File: config.mk
export PLATFORM = sky130hd
export DESIGN_NAME = adc_seq0_ctrl
export DESIGN_NICKNAME = d
export VERILOG_FILES = /design/src/hw/adc_seq0_pkg.sv /design/src/hw/adc_seq0_ctrl.sv
export SDC_FILE = /design/constraint.sdc
export NUM_CORES = 1
export LEC_CHECK = 0
export ABC_AREA = 1
export BUFFER_PORTS_ARGS = -buffer_cell sky130_fd_sc_hd__buf_4
export CAP_MARGIN = 10
export CORE_MARGIN = 1.5
export CORE_UTILIZATION = 40
export DETAILED_ROUTE_END_ITERATION = 10
export GPL_TIMING_DRIVEN = 1
export RECOVER_POWER = 100
export SLEW_MARGIN = 20
export SYNTH_ARGS = -nofsm -noshare
export SYNTH_HDL_FRONTEND = slang
export SYNTH_SLANG_ARGS = --single-unit
File: constraint.sdc
create_clock -name clk_i -period 5.3 [get_ports clk_i]
set_input_delay 1.06 -clock clk_i [delete_from_list [all_inputs] [get_ports clk_i]]
set_output_delay 1.06 -clock clk_i [all_outputs]
set_load 0.05 [all_outputs]
File: src/hw/adc_seq0_pkg.sv
// Constants, offsets, field positions and types for the sequence 0 control and result FIFO.
package adc_seq0_pkg;

   // ****************************************************************
   // Widths and depths
   // ****************************************************************
   localparam int unsigned ADDR_W = 12;
   localparam int unsigned DATA_W = 32;
   localparam int unsigned STEP_W = 3;
   localparam int unsigned MUX_W = 2;
   localparam int unsigned RESULT_W = 10;
   localparam int unsigned PTR_W = 3;
   localparam int unsigned CNT_W = 4;
   localparam int unsigned EVT_W = 3;

   localparam logic [STEP_W-1:0] LAST_STEP = 3'h7;
   localparam logic [CNT_W-1:0] FIFO_DEPTH = 4'h8;

   // ****************************************************************
   // Register offsets
   // ****************************************************************
   localparam logic [ADDR_W-1:0] OFS_START = 12'h000;
   localparam logic [ADDR_W-1:0] OFS_INT_STATUS = 12'h008;
   localparam logic [ADDR_W-1:0] OFS_INT_MASK = 12'h00c;
   localparam logic [ADDR_W-1:0] OFS_OVERFLOW = 12'h010;
   localparam logic [ADDR_W-1:0] OFS_UNDERFLOW = 12'h014;
   localparam logic [ADDR_W-1:0] OFS_INPUT_SEL = 12'h040;
   localparam logic [ADDR_W-1:0] OFS_STEP_CTRL = 12'h044;
   localparam logic [ADDR_W-1:0] OFS_RESULT = 12'h048;

   // ****************************************************************
   // Field positions
   // ****************************************************************
   localparam int unsigned BIT_DIFF = 0;
   localparam int unsigned BIT_END = 1;
   localparam int unsigned BIT_IRQ_EN = 2;
   localparam int unsigned BIT_TEMP = 3;
   localparam int unsigned EVT_RAW = 0;
   localparam int unsigned EVT_OVF = 1;
   localparam int unsigned EVT_UNF = 2;
   localparam int unsigned BIT_GO = 0;

   // ****************************************************************
   // Reset values and write masks
   // ****************************************************************
   localparam logic [DATA_W-1:0] STEP_CTRL_RST = 32'h0000_0000;
   localparam logic [DATA_W-1:0] INPUT_SEL_RST = 32'h0000_0000;
   localparam logic [DATA_W-1:0] INPUT_SEL_WMASK = 32'h3333_3333;
   localparam logic [EVT_W-1:0] EVT_RST = 3'h0;
   localparam logic [EVT_W-1:0] MASK_RST = 3'h0;

   typedef enum logic [1:0] {
      ST_IDLE,
      ST_REQ,
      ST_WAIT
   } seq_state_e;

endpackage : adc_seq0_pkg

File: src/hw/adc_seq0_ctrl.sv
// Sequence 0 step control, converter request logic, result FIFO and registers.
`timescale 1ns/10ps
`default_nettype none
//
// Contract
// - Temp bit set converts sensor, else muxed pin.
// - Step irq bit raises raw flag on completion.
// - Raw flag reaches irq only when masked in.
// - Any number of steps may raise flag.
// - End bit marks final step, any position.
// - Steps after first end are never converted.
// - Single-step sequencer holds its end bit set.
// - Differential bit samples pair 2i and 2i+1.
// - Temperature sensor is single-ended only.
// - Four bits per step: temp, irq, end, diff.
// - Result reads return steps in order.
// - Overflow and underflow recorded in separate registers.
// - Result read gives 10-bit value, low bits.
// - Reserved result bits read undefined, never written; here they read as zero.
// - Mux field value selects input of same number.
module adc_seq0_ctrl (
   input wire logic clk_i,
   input wire logic rst_n_i,
   input wire logic [adc_seq0_pkg::ADDR_W-1:0] addr_i,
   input wire logic [adc_seq0_pkg::DATA_W-1:0] wdata_i,
   input wire logic wr_i,
   input wire logic rd_i,
   output logic [adc_seq0_pkg::DATA_W-1:0] rdata_o,
   output logic irq_o,
   output logic conv_start_o,
   output logic [adc_seq0_pkg::MUX_W-1:0] conv_input_o,
   output logic conv_temp_o,
   output logic conv_diff_o,
   input wire logic conv_done_i,
   input wire logic [adc_seq0_pkg::RESULT_W-1:0] conv_data_i
);
   import adc_seq0_pkg::*;

   // ****************************************************************
   // Registers and state
   // ****************************************************************
   logic [DATA_W-1:0] step_ctrl;
   logic [DATA_W-1:0] input_sel;
   logic [EVT_W-1:0] evt;
   logic [EVT_W-1:0] mask;
   seq_state_e state;
   logic [STEP_W-1:0] step;
   logic done_meta;
   logic done_sync;
   logic done_prev;
   logic [RESULT_W-1:0] data_meta;
   logic [RESULT_W-1:0] data_sync;
   logic [RESULT_W-1:0] fifo_mem [0:7];
   logic [PTR_W-1:0] wr_ptr;
   logic [PTR_W-1:0] rd_ptr;
   logic [CNT_W-1:0] count;

   // ****************************************************************
   // Decode
   // ****************************************************************
   wire wr_start = wr_i && (addr_i == OFS_START);
   wire wr_status = wr_i && (addr_i == OFS_INT_STATUS);
   wire wr_mask = wr_i && (addr_i == OFS_INT_MASK);
   wire wr_ovf = wr_i && (addr_i == OFS_OVERFLOW);
   wire wr_unf = wr_i && (addr_i == OFS_UNDERFLOW);
   wire wr_sel = wr_i && (addr_i == OFS_INPUT_SEL);
   wire wr_ctrl = wr_i && (addr_i == OFS_STEP_CTRL);
   wire rd_fifo = rd_i && (addr_i == OFS_RESULT);

   wire busy = (state != ST_IDLE);
   wire start_req = wr_start && wdata_i[BIT_GO];
   wire fifo_empty = (count == 4'h0);
   wire fifo_full = (count == FIFO_DEPTH);

   // One four-bit group per step, temp at top, diff at bottom.
   wire [3:0] cur_grp = step_ctrl[{step, 2'b00} +: 4];
   wire [MUX_W-1:0] cur_mux = input_sel[{step, 2'b00} +: MUX_W];

   wire done_rise = done_sync && !done_prev;
   wire step_done = (state == ST_WAIT) && done_rise;
   // The final step position is hardwired as an end, so a sequence with no end bit stops after eight steps.
   wire last_step = cur_grp[BIT_END] || (step == LAST_STEP);

   wire push = step_done && !fifo_full;
   wire overflow = step_done && fifo_full;
   wire pop = rd_fifo && !fifo_empty;
   wire underflow = rd_fifo && fifo_empty;
   wire raw_cause = step_done && cur_grp[BIT_IRQ_EN];

   wire [EVT_W-1:0] evt_set = {underflow, overflow, raw_cause};
   wire [EVT_W-1:0] evt_clr = ({EVT_W{wr_status}} & wdata_i[EVT_W-1:0])
      | ({EVT_W{wr_ovf && wdata_i[0]}} & 3'h2)
      | ({EVT_W{wr_unf && wdata_i[0]}} & 3'h4);
   // A new event in the clearing cycle survives the clear.
   wire [EVT_W-1:0] next_evt = (evt & ~evt_clr) | evt_set;

   wire [CNT_W-1:0] next_count = CNT_W'(count + {3'h0, push} - {3'h0, pop});

   // Upper result bits read as zero.
   wire [DATA_W-1:0] result_word = fifo_empty ? 32'h0000_0000
      : {22'h00_0000, fifo_mem[rd_ptr]};

   wire [DATA_W-1:0] read_value =
      (addr_i == OFS_START) ? {31'h0000_0000, busy} :
      (addr_i == OFS_INT_STATUS) ? {29'h0000_0000, evt} :
      (addr_i == OFS_INT_MASK) ? {29'h0000_0000, mask} :
      (addr_i == OFS_OVERFLOW) ? {31'h0000_0000, evt[EVT_OVF]} :
      (addr_i == OFS_UNDERFLOW) ? {31'h0000_0000, evt[EVT_UNF]} :
      (addr_i == OFS_INPUT_SEL) ? input_sel :
      (addr_i == OFS_STEP_CTRL) ? step_ctrl :
      (addr_i == OFS_RESULT) ? result_word : 32'h0000_0000;

   // ****************************************************************
   // Converter handshake synchroniser
   // ****************************************************************
   always_ff @(posedge clk_i) begin
      if (!rst_n_i) begin
         done_meta <= 1'b0;
         done_sync <= 1'b0;
         done_prev <= 1'b0;
         data_meta <= 10'h000;
         data_sync <= 10'h000;
      end else begin
         done_meta <= conv_done_i;
         done_sync <= done_meta;
         done_prev <= done_sync;
         data_meta <= conv_data_i;
         data_sync <= data_meta;
      end
   end

   // ****************************************************************
   // Register file
   // ****************************************************************
   always_ff @(posedge clk_i) begin
      if (!rst_n_i) begin
         step_ctrl <= STEP_CTRL_RST;
         input_sel <= INPUT_SEL_RST;
         mask <= MASK_RST;
         evt <= EVT_RST;
         rdata_o <= 32'h0000_0000;
         irq_o <= 1'b0;
      end else begin
         if (wr_ctrl) begin
            step_ctrl <= wdata_i;
         end
         if (wr_sel) begin
            input_sel <= wdata_i & INPUT_SEL_WMASK;
         end
         if (wr_mask) begin
            mask <= wdata_i[EVT_W-1:0];
         end
         evt <= next_evt;
         rdata_o <= rd_i ? read_value : 32'h0000_0000;
         irq_o <= |(next_evt & mask);
      end
   end

   // ****************************************************************
   // Step sequencer
   // ****************************************************************
   always_ff @(posedge clk_i) begin
      if (!rst_n_i) begin
         state <= ST_IDLE;
         step <= 3'h0;
         conv_start_o <= 1'b0;
         conv_input_o <= 2'h0;
         conv_temp_o <= 1'b0;
         conv_diff_o <= 1'b0;
      end else begin
         conv_start_o <= 1'b0;
         case (state)
            ST_IDLE: begin
               if (start_req) begin
                  step <= 3'h0;
                  state <= ST_REQ;
               end
            end
            ST_REQ: begin
               conv_start_o <= 1'b1;
               conv_input_o <= cur_mux;
               conv_temp_o <= cur_grp[BIT_TEMP];
               conv_diff_o <= cur_grp[BIT_DIFF] && !cur_grp[BIT_TEMP];
               state <= ST_WAIT;
            end
            ST_WAIT: begin
               if (done_rise) begin
                  if (last_step) begin
                     state <= ST_IDLE;
                  end else begin
                     step <= step + 3'h1;
                     state <= ST_REQ;
                  end
               end
            end
            default: begin
               state <= ST_IDLE;
            end
         endcase
      end
   end

   // ****************************************************************
   // Result FIFO
   // ****************************************************************
   always_ff @(posedge clk_i) begin
      if (!rst_n_i) begin
         wr_ptr <= 3'h0;
         rd_ptr <= 3'h0;
         count <= 4'h0;
      end else begin
         if (push) begin
            wr_ptr <= wr_ptr + 3'h1;
         end
         if (pop) begin
            rd_ptr <= rd_ptr + 3'h1;
         end
         count <= next_count;
      end
   end

   always_ff @(posedge clk_i) begin
      if (push) begin
         fifo_mem[wr_ptr] <= data_sync;
      end
   end
endmodule : adc_seq0_ctrl
`default_nettype wire

==> impl_metrics.env <==
export IMPL_outcome="finished, violations left"
export IMPL_violations="capacitance limit, slew limit"
export IMPL_hold_path_depth=2
export IMPL_worst_setup_path_type="primary input to flip-flop"
export IMPL_final_max_slew_violation_count=107
export IMPL_postCtsResizedCells=0
export IMPL_nets=1070
export IMPL_syn_mean_instance_area_um2=9.29
export IMPL_grt_antenna_before_repair=1
export IMPL_max_freq_mhz=289
export IMPL_drt_wirelength_per_cell_um=15.7
export IMPL_grt_pass1_wl_um=31800
export IMPL_vias=6368
export IMPL_synthesis_area_mm2=0.00845
export IMPL_gr_usage_all_layers_pct=18.3
export IMPL_synthArstFlopShare_pct=0
export IMPL_core_area_mm2=0.0205
export IMPL_drv_cap=2
export IMPL_post_synth_inst_count=910
export IMPL_cts_root_buf="clkbuf_16"
export IMPL_worst_ep_arrival_time_ns=3.81
export IMPL_place_gp_congestion=0.816
export IMPL_num_io_pins=97
export IMPL_cts_reportedPaths_clkPinSlew_ns=0.06
export IMPL_rsz0062_at_grt="no"
export IMPL_synth_enable_flop_cells=80
export IMPL_post_route_period_util_pct=65.3
export IMPL_drt_pass1_iter_count=5
export IMPL_die_width_um=148
export IMPL_syn_to_final_growth_pct=16.1
export IMPL_worst_slew_pin_transition_ns=1.87
export IMPL_dr_first_iter_drc_count=480
export IMPL_cts_hold_buffers=0
export IMPL_synth_cell_type_count=37
export IMPL_vias_in_the_first_global_route=5811
export IMPL_mostFrequentLayoutCell="dfxtp_1"
export IMPL_critical_path_required_ns=5.65
export IMPL_drc=0
export IMPL_period_minus_slack_ns=3.46
export IMPL_num_rows=52
export IMPL_cts_inserted_buffers=22
export IMPL_cts_sink_count=213
export IMPL_floorplan_die_height_um=148
export IMPL_count_of_antenna_diodes_in_the_layout=0
export IMPL_worst_clock_skew_on_the_final_layout_ns=0.00638
export IMPL_cts_path_max_buffers=3
export IMPL_grt_total_ovfl=0
export IMPL_synth_sequential_area_ratio_pct=59.9
export IMPL_average_via_count_per_standard_cell=4.96
export IMPL_htree_num_levels=1
export IMPL_ys_warnings_count=0
export IMPL_insertion_delay_ns=0.50
export IMPL_post_cts_setup_buffer_count=0
export IMPL_port_buffer_count=96
export IMPL_worst_path_max_fanout=76
export IMPL_setup_violations_final=0
export IMPL_drive_gt1_share_pct=10.2
export IMPL_hold_path_class="flip-flop to flip-flop"
export IMPL_syn_num_nets=979
export IMPL_holdWs_ns=0.406
export IMPL_power_density_mw_per_mm2=324
export IMPL_worst_setup_path_start_kind="primary input"
export IMPL_leakage_nw=3.78
export IMPL_final_antenna_net_count=0
export IMPL_worst_setup_path_end_kind="flip-flop"
export IMPL_r2r_worst_path_cells=15
export IMPL_clock_tree_from_tritoncts="built"
export IMPL_setup_total_negative_slack_ns=0
export IMPL_slew_headroom_pct=-24.7
export IMPL_commonest_cells_after_routing_fill_and_taps_aside="dfxtp_1, inv_1, nor2_1"
export IMPL_die_area_mm2=0.0220
export IMPL_ys_seq_elements=213
export IMPL_timing_hold_violations_final=0
export IMPL_routed_wl_um=20200
export IMPL_power_total_mw=3.18
export IMPL_initial_core_util_pct=41.2
export IMPL_ir_worst_vdd_mv=0.190
export IMPL_grt_max_degree=77
export IMPL_synthFlopType="dfxtp_1"
export IMPL_dpl_hpwl_um=13100
[worst max-delay path, stage by stage]
cell and delay, ns:
buf_4 0.58, nand2_1 0.18, nor2_1 0.21, nand2_1 0.07, nor2_1 0.26, nand2_1 0.75
o22ai_1 0.66
[cell usage after synthesis, drive strengths merged, types with 5 or more instances]
master,count,area (um2)
a211oi,16,120
a21oi,74,370
buf,16,91.3
clkbuf,25,93.8
dfxtp,133,2660
edfxtp,80,2400
ha,9,113
inv,123,462
nand2,113,444
nand3,32,170
nor2,116,470
nor3,5,25.0
o211ai,10,75.1
o21ai,110,551
o221ai,9,78.8
o22ai,24,200
[report_power, final]
group	switching, mW	internal (mW)	total (mW)
sequential	0.00676	1.70	1.71
clock	0.606	0.789	1.40
combinational	0.0420	0.0360	0.0779
[flip-flops by register name (all words and copies together) (netlist names), 2 cells and up, named ones only]
name,count
rd_ptr,3
fifo_mem,80
conv_input_o,2
rdata_o,32
mask,3
step_ctrl,32
data_sync,10
data_meta,10
wr_ptr,3
evt,3
step,3
count,4
input_sel,16
state,2
[stage by stage]
step | setup slack (ns) | cells | instance area [um2] | util, %
after floorplan | 2.50 | 910 | 8450 | -
after CTS | 2.60 | 1285 | 10100 | 49.1
after detailed placement | 2.10 | 1247 | 9420 | 46.0
after global routing | 1.49 | 1285 | 9810 | 47.9
after global placement | 2.15 | 1247 | 9420 | 46.0
final | 1.84 | 1285 | 9810 | 47.9
[area by class of cell]
class / count / area (um2)
clock inverter: 10 / 47.5
sequential: 213 / 5060
inverter: 125 / 469
fill: 2017 / 10700
tap: 270 / 338
timing repair buffer: 108 / 634
multi-input combinational: 531 / 2670
clock buffer: 28 / 594
[per-layer routing]
| metal | part of all wire [%] | up-vias | GRT usage (%) |
|---|---|---|---|
| li1 | - | 3239 | - |
| met1 | 50 | 2940 | 27.2 |
| met3 | 5.4 | 22 | 2.88 |
| met2 | 43 | 167 | 27.9 |
| met4 | 1.5 | 0 | 4.75 |
| met5 | 0 | - | 0 |
[path summary, 6_finish.rpt]
| kind | startpoint | endpoint | slack, ns |
|---|---|---|---|
| worst max-delay path | rst_n_i | rdata_o[6]$_SDFF_PP0_ | 1.84 |
| worst min-delay path | data_meta[6]$_SDFF_PN0_ | data_sync[6]$_SDFF_PN0_ | 0.41 |
| worst max register to register | flip-flop | rdata_o[0]$_SDFF_PN0_ | 1.88 |
| worst min register to register | data_meta[6]$_SDFF_PN0_ | data_sync[6]$_SDFF_PN0_ | 0.41 |
[cell families after synthesis]
group           share of synthesized area (%)
compound gates                           16.9
flops                                    59.9
xor+xnor                                0.207
mux                                     0.237
buf+inv                                  7.74
fa+ha+maj                                1.57
simple gates                             13.4
Power figures use the tool's default switching activity.
